$ cat config.mk
export PLATFORM = sky130hd
export DESIGN_NAME = chg_ctl
export DESIGN_NICKNAME = d
export VERILOG_FILES = /design/src/rtl/chg_pkg.sv /design/src/rtl/chg_sync.sv /design/src/rtl/chg_ctl.sv
export SDC_FILE = /design/constraint.sdc
export NUM_CORES = 1
export LEC_CHECK = 0
export BUFFER_PORTS_ARGS = -buffer_cell sky130_fd_sc_hd__buf_2
export CAP_MARGIN = 25
export CORE_MARGIN = 2
export CORE_UTILIZATION = 30
export CTS_BUF_LIST = sky130_fd_sc_hd__clkbuf_4 sky130_fd_sc_hd__clkbuf_8
export DETAILED_ROUTE_END_ITERATION = 10
export GPL_TIMING_DRIVEN = 0
export PLACE_DENSITY = 0.46
export SYNTH_ARGS = -nofsm -noshare
export SYNTH_HDL_FRONTEND = slang
export SYNTH_SLANG_ARGS = --single-unit
$ cat constraint.sdc
create_clock -name SYS_CLK -period 4.6 [get_ports SYS_CLK]
set_clock_uncertainty 0.05 [all_clocks]
set_input_delay 0.23 -clock SYS_CLK [delete_from_list [all_inputs] [get_ports SYS_CLK]]
set_output_delay 0.23 -clock SYS_CLK [all_outputs]
set_load 0.01 [all_outputs]
$ cat src/rtl/chg_pkg.sv
// Constants, types and register map of the charger control and status logic.
// Assumes a 25 MHz system clock and an APB master with 32-bit data.
//
// Operation
// - Status pin low while charging, else released
// - Fault pin blinks status pin at 1 Hz
// - Fault or status change gives 256 us interrupt pulse
// - Boost needs request pin, config bit 5, no input
// - Charge needs config field 01 and enable pin low
// - Input limit is lower of resistor and register
// - Ship exit after rising edge held 2 ms
// - Autonomous cycle picks precharge, CC or CV phase
// - CV phase terminates below termination current
// - Recharge starts below recharge threshold
// - Thermistor out of window suspends charge and boost
// - Hot junction reduces charge current
// - Default input limit from detected source type
// - Input limit zeroes charge, then battery supplements
`default_nettype none
package chg_pkg;

  // Clock and timing
  localparam int CLK_NS        = 40;
  localparam int INT_PULSE_NS  = 256000;
  localparam int INT_PULSE_CYC = INT_PULSE_NS / CLK_NS;
  localparam int BLINK_HALF_NS = 500000000;
  localparam int BLINK_CYC     = BLINK_HALF_NS / CLK_NS;
  localparam int SHIP_MIN_NS   = 2000000;
  localparam int SHIP_MIN_CYC  = (SHIP_MIN_NS + CLK_NS - 1) / CLK_NS;
  localparam int CNT_W         = 24;

  // Register byte offsets
  localparam logic [7:0] OFS_SRC   = 8'h00;
  localparam logic [7:0] OFS_CFG   = 8'h04;
  localparam logic [7:0] OFS_STAT  = 8'h08;
  localparam logic [7:0] OFS_ISTAT = 8'h0c;
  localparam logic [7:0] OFS_ICLR  = 8'h10;
  localparam logic [7:0] OFS_IEN   = 8'h14;
  localparam logic [7:0] OFS_SHIP  = 8'h18;

  // Reset values and fields
  localparam logic [7:0] SRC_RST     = 8'h58;
  localparam logic [7:0] CFG_RST     = 8'h3b;
  localparam int         CFG_BOOST   = 5;
  localparam logic [1:0] CFG_CHG_ON  = 2'h1;
  localparam int         INPUT_LIMIT_RESISTOR_PIN_W      = 3;
  localparam int         SHIP_BIT    = 0;

  // Interrupt status bits
  localparam int IRQ_FAULT  = 0;
  localparam int IRQ_STATUS = 1;
  localparam int IRQ_DONE   = 2;
  localparam int IRQ_SHIP   = 3;
  localparam int IRQ_W      = 4;

  // Charge cycle phases
  typedef enum logic [2:0] {
    PH_IDLE, PH_PRE, PH_CC, PH_CV, PH_DONE
  } chg_phase_t;

  // Synchronised pin inputs
  typedef struct packed {
    logic              boost_req;
    logic              ce_n;
    logic              ship_exit;
    logic              vbus;
    logic              bat_low;
    logic              bat_cv;
    logic              bat_rechg;
    logic              term;
    logic              ts_bad;
    logic              tj_hot;
    logic              in_limit;
    logic              load_over;
    logic              fault;
    logic [INPUT_LIMIT_RESISTOR_PIN_W-1:0] res_lim;
    logic [INPUT_LIMIT_RESISTOR_PIN_W-1:0] src_type;
  } chg_pins_t;

  // Whole state of the controller
  typedef struct packed {
    chg_phase_t        phase;
    logic [7:0]        src_reg;
    logic [7:0]        cfg_reg;
    logic [IRQ_W-1:0]  irq_st;
    logic [IRQ_W-1:0]  irq_en;
    logic              irq;
    logic              ship;
    logic              ship_prev;
    logic              ship_arm;
    logic [CNT_W-1:0]  ship_cnt;
    logic [CNT_W-1:0]  blink_cnt;
    logic              blink;
    logic [CNT_W-1:0]  int_cnt;
    logic              int_oe;
    logic              stat_oe;
    logic              fault_prev;
    logic              vbus_prev;
    logic              chg;
    logic              boost;
    logic [INPUT_LIMIT_RESISTOR_PIN_W-1:0] input_limit_resistor_pin;
    logic              ich_red;
    logic              ich_zero;
    logic              supp;
    logic [31:0]       prdata;
    logic              pready;
    logic              pslverr;
  } chg_state_t;

endpackage
`default_nettype wire

$ cat src/rtl/chg_sync.sv
// Two-flop synchroniser for a vector of pin levels.
// Assumes rst_n is already synchronous to clk.
`timescale 1ns/1ps
`default_nettype none
module chg_sync #(
  parameter int W = 1
) (
  input  wire logic         clk,
  input  wire logic         rst_n,
  input  wire logic [W-1:0] d,
  output logic      [W-1:0] q
);
  logic [W-1:0] meta_q;  // First stage, read only by second

  // Two stages, cleared at reset
  always_ff @(posedge clk or negedge rst_n) begin
    if (!rst_n) begin
      meta_q <= '0;
      q      <= '0;
    end else begin
      meta_q <= d;
      q      <= meta_q;
    end
  end
endmodule // chg_sync
`default_nettype wire

$ cat src/rtl/chg_ctl.sv
// Charger control and status logic with APB register slave.
// Assumes analog comparators deliver digital levels on the pins.
`timescale 1ns/1ps
`default_nettype none
module chg_ctl #(
  parameter int INT_CYC   = chg_pkg::INT_PULSE_CYC,
  parameter int BLINK_HC  = chg_pkg::BLINK_CYC,
  parameter int SHIP_CYC  = chg_pkg::SHIP_MIN_CYC
) (
  input  wire logic                       SYS_CLK,
  input  wire logic                       NRST,
  input  wire logic                       PSEL,
  input  wire logic                       PENABLE,
  input  wire logic                       PWRITE,
  input  wire logic [7:0]                 PADDR,
  input  wire logic [31:0]                PWDATA,
  output logic      [31:0]                PRDATA,
  output logic                            PREADY,
  output logic                            PSLVERR,
  input  wire logic                       BOOST_REQ,
  input  wire logic                       CHG_EN_N,
  input  wire logic                       SHIP_EXIT,
  input  wire logic                       VBUS_OK,
  input  wire logic                       BAT_LOW,
  input  wire logic                       BAT_CV,
  input  wire logic                       BAT_RECHG,
  input  wire logic                       ICHG_TERM,
  input  wire logic                       TS_BAD,
  input  wire logic                       TJ_HOT,
  input  wire logic                       IN_LIMIT,
  input  wire logic                       LOAD_OVER,
  input  wire logic                       FAULT,
  input  wire logic [chg_pkg::INPUT_LIMIT_RESISTOR_PIN_W-1:0] RES_LIM,
  input  wire logic [chg_pkg::INPUT_LIMIT_RESISTOR_PIN_W-1:0] SRC_TYPE,
  output logic                            STAT_O,
  output logic                            STAT_OE,
  output logic                            INT_O,
  output logic                            INT_OE,
  output logic                            IRQ,
  output logic                            CHG_ON,
  output logic                            BOOST_ON,
  output logic                            BATT_SW_ON,
  output logic [chg_pkg::INPUT_LIMIT_RESISTOR_PIN_W-1:0]      INPUT_LIMIT_RESISTOR_PIN_EFF,
  output logic                            ICHG_REDUCE,
  output logic                            ICHG_ZERO,
  output logic                            SUPPLEMENT,
  output logic [2:0]                      PHASE
);
  import chg_pkg::*;

  ////////////////////////////////////////////////////////////////////////
  // Declarations and helpers

  logic [1:0] rst_sync_q;  // Reset release chain
  logic       rst_n;       // Synchronised reset
  chg_pins_t  pins_raw;    // Pins before sync
  chg_pins_t  pins;        // Pins after sync
  chg_state_t q;           // Registered state
  chg_state_t d;           // Next state
  logic       acc;         // APB access phase
  logic       wr;          // Write taking effect
  logic       setup;       // APB setup phase
  logic       en;          // Charge enabled
  logic       chg_act;     // Charging in progress
  logic       fault_rise;  // New fault
  logic       stchg;       // Phase changed

  // Lower of two limit codes
  function automatic logic [INPUT_LIMIT_RESISTOR_PIN_W-1:0] lim_min(
    input logic [INPUT_LIMIT_RESISTOR_PIN_W-1:0] a,
    input logic [INPUT_LIMIT_RESISTOR_PIN_W-1:0] b
  );
    lim_min = (a < b) ? a : b;
  endfunction

  // Phase counts as charging
  function automatic logic is_active(input chg_phase_t ph);
    is_active = (ph == PH_PRE) || (ph == PH_CC) || (ph == PH_CV);
  endfunction

  // Register is mapped
  function automatic logic mapped(input logic [7:0] a);
    mapped = (a == OFS_SRC) || (a == OFS_CFG) || (a == OFS_STAT) ||
             (a == OFS_ISTAT) || (a == OFS_ICLR) || (a == OFS_IEN) ||
             (a == OFS_SHIP);
  endfunction

  ////////////////////////////////////////////////////////////////////////
  // Reset and pin synchronisation

  // Release reset through two flops
  always_ff @(posedge SYS_CLK or negedge NRST) begin
    if (!NRST) begin
      rst_sync_q <= 2'h0;
    end else begin
      rst_sync_q <= {rst_sync_q[0], 1'b1};
    end
  end
  assign rst_n = rst_sync_q[1];

  // Gather pins for the synchroniser
  always_comb begin
    pins_raw = '{BOOST_REQ, CHG_EN_N, SHIP_EXIT, VBUS_OK, BAT_LOW,
                 BAT_CV, BAT_RECHG, ICHG_TERM, TS_BAD, TJ_HOT,
                 IN_LIMIT, LOAD_OVER, FAULT, RES_LIM, SRC_TYPE};
  end

  chg_sync #(.W($bits(chg_pins_t))) u_sync (
    .clk   (SYS_CLK),
    .rst_n (rst_n),
    .d     (pins_raw),
    .q     (pins)
  );

  ////////////////////////////////////////////////////////////////////////
  // Next-state logic

  always_comb begin
    d          = q;
    setup      = PSEL & ~PENABLE;
    acc        = PSEL & PENABLE & q.pready;
    wr         = acc & PWRITE;
    en         = (q.cfg_reg[5:4] == CFG_CHG_ON) & ~pins.ce_n;
    fault_rise = pins.fault & ~q.fault_prev;

    // APB answer in the access cycle
    d.pready  = setup;
    d.pslverr = setup & ~mapped(PADDR);
    d.prdata  = '0;
    if (setup && !PWRITE) begin
      case (PADDR)
        OFS_SRC:   d.prdata = {24'h0, q.src_reg};
        OFS_CFG:   d.prdata = {24'h0, q.cfg_reg};
        OFS_STAT:  d.prdata = {23'h0, q.supp, q.ship, pins.fault,
                               q.boost, q.chg, q.input_limit_resistor_pin[0], q.phase};
        OFS_ISTAT: d.prdata = {28'h0, q.irq_st};
        OFS_IEN:   d.prdata = {28'h0, q.irq_en};
        default:   d.prdata = '0;
      endcase
    end

    // Register writes
    if (wr) begin
      case (PADDR)
        OFS_SRC:  d.src_reg = PWDATA[7:0];
        OFS_CFG:  d.cfg_reg = PWDATA[7:0];
        OFS_IEN:  d.irq_en  = PWDATA[IRQ_W-1:0];
        OFS_ICLR: d.irq_st  = q.irq_st & ~PWDATA[IRQ_W-1:0];
        OFS_SHIP: d.ship    = q.ship | PWDATA[SHIP_BIT];
        default:  ;
      endcase
    end

    // Source type sets default limit
    d.vbus_prev = pins.vbus;
    if (pins.vbus && !q.vbus_prev) begin
      d.src_reg[INPUT_LIMIT_RESISTOR_PIN_W-1:0] = pins.src_type;
    end

    // Charge cycle sequencing
    case (q.phase)
      PH_IDLE: begin
        if (pins.bat_low) begin
          d.phase = PH_PRE;
        end else if (pins.bat_cv) begin
          d.phase = PH_CV;
        end else begin
          d.phase = PH_CC;
        end
      end
      PH_PRE: begin
        if (!pins.bat_low) begin
          d.phase = PH_CC;
        end
      end
      PH_CC: begin
        if (pins.bat_cv) begin
          d.phase = PH_CV;
        end
      end
      PH_CV: begin
        if (pins.term) begin
          d.phase = PH_DONE;
        end
      end
      PH_DONE: begin
        if (pins.bat_rechg) begin
          d.phase = pins.bat_low ? PH_PRE : PH_CC;
        end
      end
      default: d.phase = PH_IDLE;
    endcase
    if (!en || !pins.vbus || q.ship) begin
      d.phase = PH_IDLE;
    end
    stchg = (d.phase != q.phase);

    // Charging suspends on thermistor
    chg_act = is_active(d.phase) & ~pins.ts_bad;
    d.chg   = chg_act;
    d.boost = pins.boost_req & q.cfg_reg[CFG_BOOST] & ~pins.vbus &
              ~pins.ts_bad & ~q.ship;

    // Current limit and regulation flags
    d.input_limit_resistor_pin     = lim_min(pins.res_lim, q.src_reg[INPUT_LIMIT_RESISTOR_PIN_W-1:0]);
    d.ich_red  = pins.tj_hot & chg_act;
    d.ich_zero = pins.in_limit & chg_act;
    d.supp     = pins.in_limit & pins.load_over;

    // Shipping exit qualification
    d.ship_prev = pins.ship_exit;
    if (!q.ship || !pins.ship_exit) begin
      d.ship_arm = 1'b0;
      d.ship_cnt = '0;
    end else if (!q.ship_prev) begin
      d.ship_arm = 1'b1;
      d.ship_cnt = '0;
    end else if (q.ship_arm) begin
      if (q.ship_cnt == CNT_W'(SHIP_CYC - 1)) begin
        d.ship     = 1'b0;
        d.ship_arm = 1'b0;
      end else begin
        d.ship_cnt = q.ship_cnt + 1'b1;
      end
    end

    // Fault blink divider
    d.fault_prev = pins.fault;
    if (!pins.fault) begin
      d.blink_cnt = '0;
      d.blink     = 1'b0;
    end else if (q.blink_cnt == CNT_W'(BLINK_HC - 1)) begin
      d.blink_cnt = '0;
      d.blink     = ~q.blink;
    end else begin
      d.blink_cnt = q.blink_cnt + 1'b1;
    end
    d.stat_oe = pins.fault ? d.blink : chg_act;

    // Interrupt pulse timer
    if (fault_rise || stchg) begin
      d.int_oe  = 1'b1;
      d.int_cnt = '0;
    end else if (q.int_oe) begin
      if (q.int_cnt == CNT_W'(INT_CYC - 1)) begin
        d.int_oe = 1'b0;
      end else begin
        d.int_cnt = q.int_cnt + 1'b1;
      end
    end

    // Sticky events, set beats clear
    if (fault_rise) d.irq_st[IRQ_FAULT] = 1'b1;
    if (stchg) d.irq_st[IRQ_STATUS] = 1'b1;
    if (stchg && d.phase == PH_DONE) d.irq_st[IRQ_DONE] = 1'b1;
    if (q.ship && !d.ship) d.irq_st[IRQ_SHIP] = 1'b1;
    d.irq = |(d.irq_st & d.irq_en);
  end

  ////////////////////////////////////////////////////////////////////////
  // State register

  always_ff @(posedge SYS_CLK or negedge rst_n) begin
    if (!rst_n) begin
      q         <= '0;
      q.phase   <= PH_IDLE;
      q.src_reg <= SRC_RST;
      q.cfg_reg <= CFG_RST;
    end else begin
      q <= d;
    end
  end

  // Outputs straight from state; STAT_O and INT_O tied low
  assign PRDATA      = q.prdata;
  assign PREADY      = q.pready;
  assign PSLVERR     = q.pslverr;
  assign STAT_O      = 1'b0;
  assign STAT_OE     = q.stat_oe;
  assign INT_O       = 1'b0;
  assign INT_OE      = q.int_oe;
  assign IRQ         = q.irq;
  assign CHG_ON      = q.chg;
  assign BOOST_ON    = q.boost;
  assign BATT_SW_ON  = ~q.ship;
  assign INPUT_LIMIT_RESISTOR_PIN_EFF    = q.input_limit_resistor_pin;
  assign ICHG_REDUCE = q.ich_red;
  assign ICHG_ZERO   = q.ich_zero;
  assign SUPPLEMENT  = q.supp;
  assign PHASE       = q.phase;
endmodule // chg_ctl
`default_nettype wire

==> impl_metrics.json, run 1 <==
{
  "clk_latency_ns": 0.45,
  "final_common_cell": "dfrtp_1",
  "routed_wl_mm": 16.2,
  "synth_top_flop_cell": "dfrtp_1",
  "cp_data_required_time_ns": 4.89,
  "cts_setup_buffers": 0,
  "ys_types": 64,
  "portBuffers": 65,
  "ctsRootBufferMaster": "clkbuf_8",
  "die-area_sq_um": 26100,
  "synth_top_area_share_pct": 53.4,
  "use_met2_pct": 19.3,
  "cap_violations": 0,
  "gp_congestion": 0.740,
  "drt_pass1_iterations": 5,
  "rsz0062_at_grt": "no",
  "wire_per_inst_microns": 14.1,
  "endpoint_kind": "flop",
  "setup_viol": 0,
  "synth_warnings": 0,
  "fin_util_pct": 37.5,
  "grt_pass1_vias": 5047,
  "power.leakage_nw": 4.19,
  "cts_buffers": 17,
  "finalHoldViolCount": 0,
  "pin_count": 115,
  "fmax_ghz": 0.434,
  "fp.dieH_microns": 162,
  "cp_cell_sequence": "nor4b_2 > and2_1 > nand4_1 > a32oi_2 > o21ai_2 > or2_1",
  "multi_input_area_sq_um": 2890,
  "viasPerCell": 4.48,
  "antenna_cells": 0,
  "maxSlewViolCount": 0,
  "nNetsFinal": 882,
  "run_status": "completed",
  "grtUsageTotal_pct": 13.0,
  "path_clk_slew_ns": 0.09,
  "synth_seq_cells": 167,
  "layout_min_cycle_time_ns": 2.31,
  "crit_type": "reg -> reg",
  "ir_drop_v": 0.000136,
  "coreArea_sq_um": 24300,
  "r2r_slack_ns": 2.29,
  "drive_above_1_share_pct": 24.3,
  "drt_drc_violations_left": 0,
  "nFillCells": 2423,
  "yosysSeqAreaShare_pct": 56.3,
  "synth.area.top_cells": "dfrtp_1, xor2_1, nor2_1",
  "h-tree-depth": 4,
  "initial_core_util_pct": 30.6,
  "cp_slowest_cell": "dfrtp_1",
  "hold_path_class": "in -> reg",
  "cp-start-kind": "flop",
  "antenna_left": 0,
  "cts_tree": "done",
  "syn_area_sq_um": 7450,
  "critical_path_arrival_ns": 2.60,
  "grt-ovfl-total": 0,
  "first_iter_violations": 229,
  "grt_start_max_net_pins": 52,
  "cts_buffer_depth": 2,
  "netlist.top_cell.by_area": "dfrtp_1",
  "grt_pass1_wl_mm": 26.7,
  "dpl.hpwl_mm": 11.3,
  "antenna_found_initial": 0,
  "use_met1_pct": 18.8,
  "post-route-period-util_pct": 50.1,
  "r2r_cells": 6,
  "grt-busiest-layer": "met2",
  "post_cts_resize_count": 0,
  "mostFrequentLayoutCells": "dfrtp_1, nor2_1, buf_2",
  "std_cell_rows": 57,
  "synth_edf_count": 0,
  "crit_path_max_incr_delay_ns": 0.50,
  "syn_avg_cell_area_sq_um": 11.1,
  "power.density_nw_per_um2": 327,
  "hold_depth": 3,
  "register_area_sq_um": 4190,
  "areaGrowthSynthToFinish_pct": 22.5,
  "synthCells": 671,
  "grtUsageMet3_pct": 3.13,
  "crit_fanout": 7,
  "tns_ns": 0,
  "clock_sinks": 167,
  "maxSlewHeadroom_pct": 42.3,
  "async_reset_ff_share_pct": 100,
  "die_w_microns": 162,
  "num_vias": 5149,
  "hold_buffers": 31,
  "worst_pin_slew_ns": 0.859
}
-- routing by layer --
| metal | wire (microns) | share of wire, % |
|---|---|---|
| met5 | 0 | 0 |
| met4 | 170 | 1.1 |
| met3 | 709 | 4.4 |
| met2 | 7160 | 44 |
| met1 | 8120 | 50 |
-- cell type report --
class | count | area share [%]
tap | 324 | 4.45
clock buffer | 21 | 3.03
sequential | 167 | 46.0
timing repair buffer | 99 | 7.71
multi-input combinational | 456 | 31.7
clock inverter | 11 | 2.13
inverter | 15 | 0.617
buffer | 57 | 4.36
-- state kept, by name, indices dropped and copies added (netlist names), 2 cells and up --
register,cells
q,102
u_sync.meta_q,19
u_sync.q,19
PRDATA,9
INPUT_LIMIT_RESISTOR_PIN_EFF,3
PHASE,3
rst_sync_q,2
-- kinds of logic (layout without fill, tap and decap cells) --
group	Yosys count	count (layout)	share of synthesized area (%)
multiplexers	23	23	3.39
flip-flops	167	167	56.3
XOR/XNOR	65	65	7.64
AO/OA/AOI/OAI	69	69	6.92
adder cells (fa/ha/maj)	5	5	0.840
other	2	26	0.101
buffers and inverters	72	203	6.10
AND/OR/NAND/NOR	268	268	18.8
-- through the flow --
| stage | power [W] | hold slack [ns] | worst slack, ns | instances | cell area (sq um) |
|---|---|---|---|---|---|
| 2_1_floorplan | 0.00169 | -0.116 | 1.80 | 695 | 7540 |
| 3_3_place_gp | 0.00176 | -0.0325 | 0.563 | 1084 | 8270 |
| 3_5_place_dp | 0.00176 | -0.0312 | 2.22 | 1087 | 8340 |
| 4_1_cts | 0.00304 | 0.00250 | 2.20 | 1150 | 9120 |
| 5_1_grt | 0.00312 | 0.0200 | 2.10 | 1150 | 9120 |
| 6_report | 0.00298 | 0.0502 | 2.29 | 1150 | 9120 |
-- worst paths after layout --
check / start / end
min in group asynchronous: rst_sync_q[1] / u_sync.q[16]
min reg2reg: u_sync.meta_q[6] / u_sync.q[6]
max: q[121] / INT_OE
max reg2reg: q[121] / INT_OE
max in group asynchronous: rst_sync_q[1] / q[132]
min: PADDR[1] / PSLVERR
-- critical path: cells and delay by family, from the launching register on --
family | cells | cell delay (ns)
AND/OR/NAND/NOR | 4 | 1.00
AO/OA/AOI/OAI | 2 | 0.64
flip-flops | 1 | 0.50
-- power breakdown --
group,internal (W),switching [W]
clock network,0.000691,0.000540
registers,0.00151,0.0000474
logic,0.0000952,0.0000967
-- cell usage after synthesis, types with 8 or more instances --
cell,n
a222oi_1,8
dfstp_2,8
mux2_2,18
inv_1,15
nand3_1,25
nor4_1,8
xor2_1,46
a21oi_1,19
nand4_1,26
nand2_1,38
nor2_1,94
dfrtp_1,159
buf_2,8
nor3_1,8
o21ai_0,10
and4_1,12
xnor2_1,19
buf_4,40
and3_1,17
Note: power is estimated with default switching activity, not from simulation.
==> run 2: changes to the inputs <==
==> constraint.sdc (replaced) <==
create_clock -name SYS_CLK -period 2.1 [get_ports SYS_CLK]
set_clock_uncertainty 0.05 [all_clocks]
set_input_delay 0.105 -clock SYS_CLK [delete_from_list [all_inputs] [get_ports SYS_CLK]]
set_output_delay 0.105 -clock SYS_CLK [all_outputs]
set_load 0.01 [all_outputs]
==> run 2 against run 1 <==
Clock power up 85%; global-route usage decreased by 0.20 points; worst setup slack worse by 2.3 ns; critical path depth did not move; largest power group unchanged; critical path type unchanged; fmax is 12% higher; routed wire length down 0.31%; count of clock-buffer cells in the layout shrank 4; sequential power is 120% higher; first-iteration DRC count grew 24%.
==> impl_metrics.json, run 2 (synthesis gave the netlist of run 1 again) <==
{
  "top_register": "q",
  "cp_slowest_cell": "dfstp_2",
  "cts_buffers": 17,
  "initial_core_util_pct": 30.6,
  "maxSlewViolCount": 0,
  "grt-ovfl-total": 0,
  "power.leakage_nw": 4.23,
  "num_vias": 5228,
  "nNetsFinal": 895,
  "pin_count": 115,
  "std_cell_rows": 57,
  "clk_latency_ns": 0.47,
  "crit_type": "reg -> reg",
  "ctsRootBufferMaster": "clkbuf_8",
  "viasPerCell": 4.50,
  "wire_per_inst_microns": 13.9,
  "fp.dieH_microns": 162,
  "hold_path_class": "in -> reg",
  "dpl.hpwl_mm": 10.9,
  "cp_data_required_time_ns": 2.40,
  "final_common_cell": "dfrtp_1",
  "rsz0062_at_grt": "yes",
  "setup_viol": 0,
  "largest_reg_flops": 102,
  "holdWs_ns": 0.0424,
  "place_ws_ns": -0.457,
  "drive_above_1_share_pct": 28.5,
  "power.density_nw_per_um2": 659,
  "routed_wl_mm": 16.1,
  "first_iter_violations": 283,
  "worst_pin_slew_ns": 0.766,
  "register_area_sq_um": 4200,
  "grtUsageTotal_pct": 12.8,
  "path_clk_slew_ns": 0.10,
  "finalHoldViolCount": 0,
  "critical_path_arrival_ns": 2.36,
  "nFillCells": 2436,
  "gp_congestion": 0.802,
  "drt_pass1_iterations": 4,
  "endpoint_kind": "flop",
  "h-tree-depth": 4,
  "antenna_found_initial": 0,
  "power.total_w": 0.00613,
  "ir_drop_v": 0.000301,
  "cp_cell_sequence": "nor4b_4 > and2_4 > nand4_1 > a32oi_2 > o21ai_4 > or2_1",
  "grt_start_max_net_pins": 65,
  "portBuffers": 65,
  "fmax_ghz": 0.486,
  "reg_top3": "q (102), u_sync.meta_q (19), u_sync.q (19)",
  "antenna_left": 0,
  "post-route-period-util_pct": 98.0,
  "maxSlewHeadroom_pct": 48.6,
  "grt_pass1_wl_mm": 26.5,
  "die_w_microns": 162,
  "crit_fanout": 9,
  "cts_buffer_depth": 2,
  "drt_drc_violations_left": 0,
  "mostFrequentLayoutCells": "dfrtp_1, nor2_1, buf_2",
  "antenna_cells": 0,
  "coreArea_sq_um": 24300,
  "die-area_sq_um": 26100,
  "areaGrowthSynthToFinish_pct": 25.0,
  "multi_input_area_sq_um": 3030,
  "crit_path_max_incr_delay_ns": 0.55,
  "clock_sinks": 167,
  "cap_violations": 0,
  "cts_tree": "done",
  "grt_pass1_vias": 5028,
  "cp-start-kind": "flop",
  "fin_ws_ns": 0.0423,
  "layout_min_cycle_time_ns": 2.06,
  "run_status": "completed"
}
run 2: cell count changes in the layout (fill, tap and decap cells not counted), moves of 4 or more:
cell           change
buf_4             +12
nor2_1            -11
nor2_2            +10
inv_8              +6
bufinv_16          -5
dlygate4sd3_1      +5
buf_2              -4
run 2: through the flow:
step                      std cells  area [sq um]  TNS, ns  utilization [%]
after floorplan                 695          7540        0                -
after global placement         1084          8270   -67.03             34.0
after detailed placement       1086          8330    -7.30             34.2
after CTS                      1158          9180  -0.0185             37.7
after global routing           1163          9310    -1.01             38.3
final                          1163          9310        0             38.3
run 2: power breakdown:
part / leakage [nW] / total (W) / switching [W] / internal (W)
Clock: 0.194 / 0.00228 / 0.00138 / 0.000893
Sequential: 2.15 / 0.00341 / 0.000100 / 0.00331
Combinational: 1.88 / 0.000442 / 0.000223 / 0.000219
Total: 4.23 / 0.00613 / 0.00171 / 0.00443
run 2: critical path, delay by kind of cell (launching register included):
kind             cells  cell delay [ns]
AO/OA/AOI/OAI        2             0.49
AND/OR/NAND/NOR      4             0.84
flip-flops           1             0.55
run 2: metal layers:
layer	vias to the layer above	track usage [%]	share of wire, %
met5	-	0	0
met4	0	3.73	1.3
met3	19	3.06	4.4
met2	107	19.2	44
met1	2520	18.4	51
li1	2582	-	-
run 2: final timing paths:
| check | start | to | slack (ns) | depth (start not counted) |
|---|---|---|---|---|
| worst min register to register | u_sync.meta_q[9] | u_sync.q[9] | 0.31 | 0 |
| min in group asynchronous | rst_sync_q[1] | q[108] | 0.33 | 0 |
| worst max register to register | q[135] | INT_OE | 0.04 | 6 |
| worst max-delay path | q[135] | INT_OE | 0.04 | 6 |
| max in group asynchronous | rst_sync_q[1] | q[132] | 0.87 | 1 |
| worst min-delay path | PENABLE | PRDATA[8] | 0.04 | 4 |
run 2: area by class of cell:
type,count,share of cell area [%]
buffer,55,4.30
tap,324,4.36
multi-input combinational,456,32.5
sequential,167,45.1
clock buffer,17,2.51
clock inverter,15,1.71
inverter,15,0.605
timing repair buffer,114,8.93
run 2: repair_timing:
| action | 4_1_cts | 5_1_grt |
|---|---|---|
| endpoints found under the hold margin | 47 | 0 |
| hold buffers | 36 | 0 |
| setup endpoints to repair | 50 | 52 |
| cloned | 1 | 1 |
| resized for setup | 15 | 28 |
| buffers inserted | 4 | 5 |
| pin swaps | 3 | 9 |
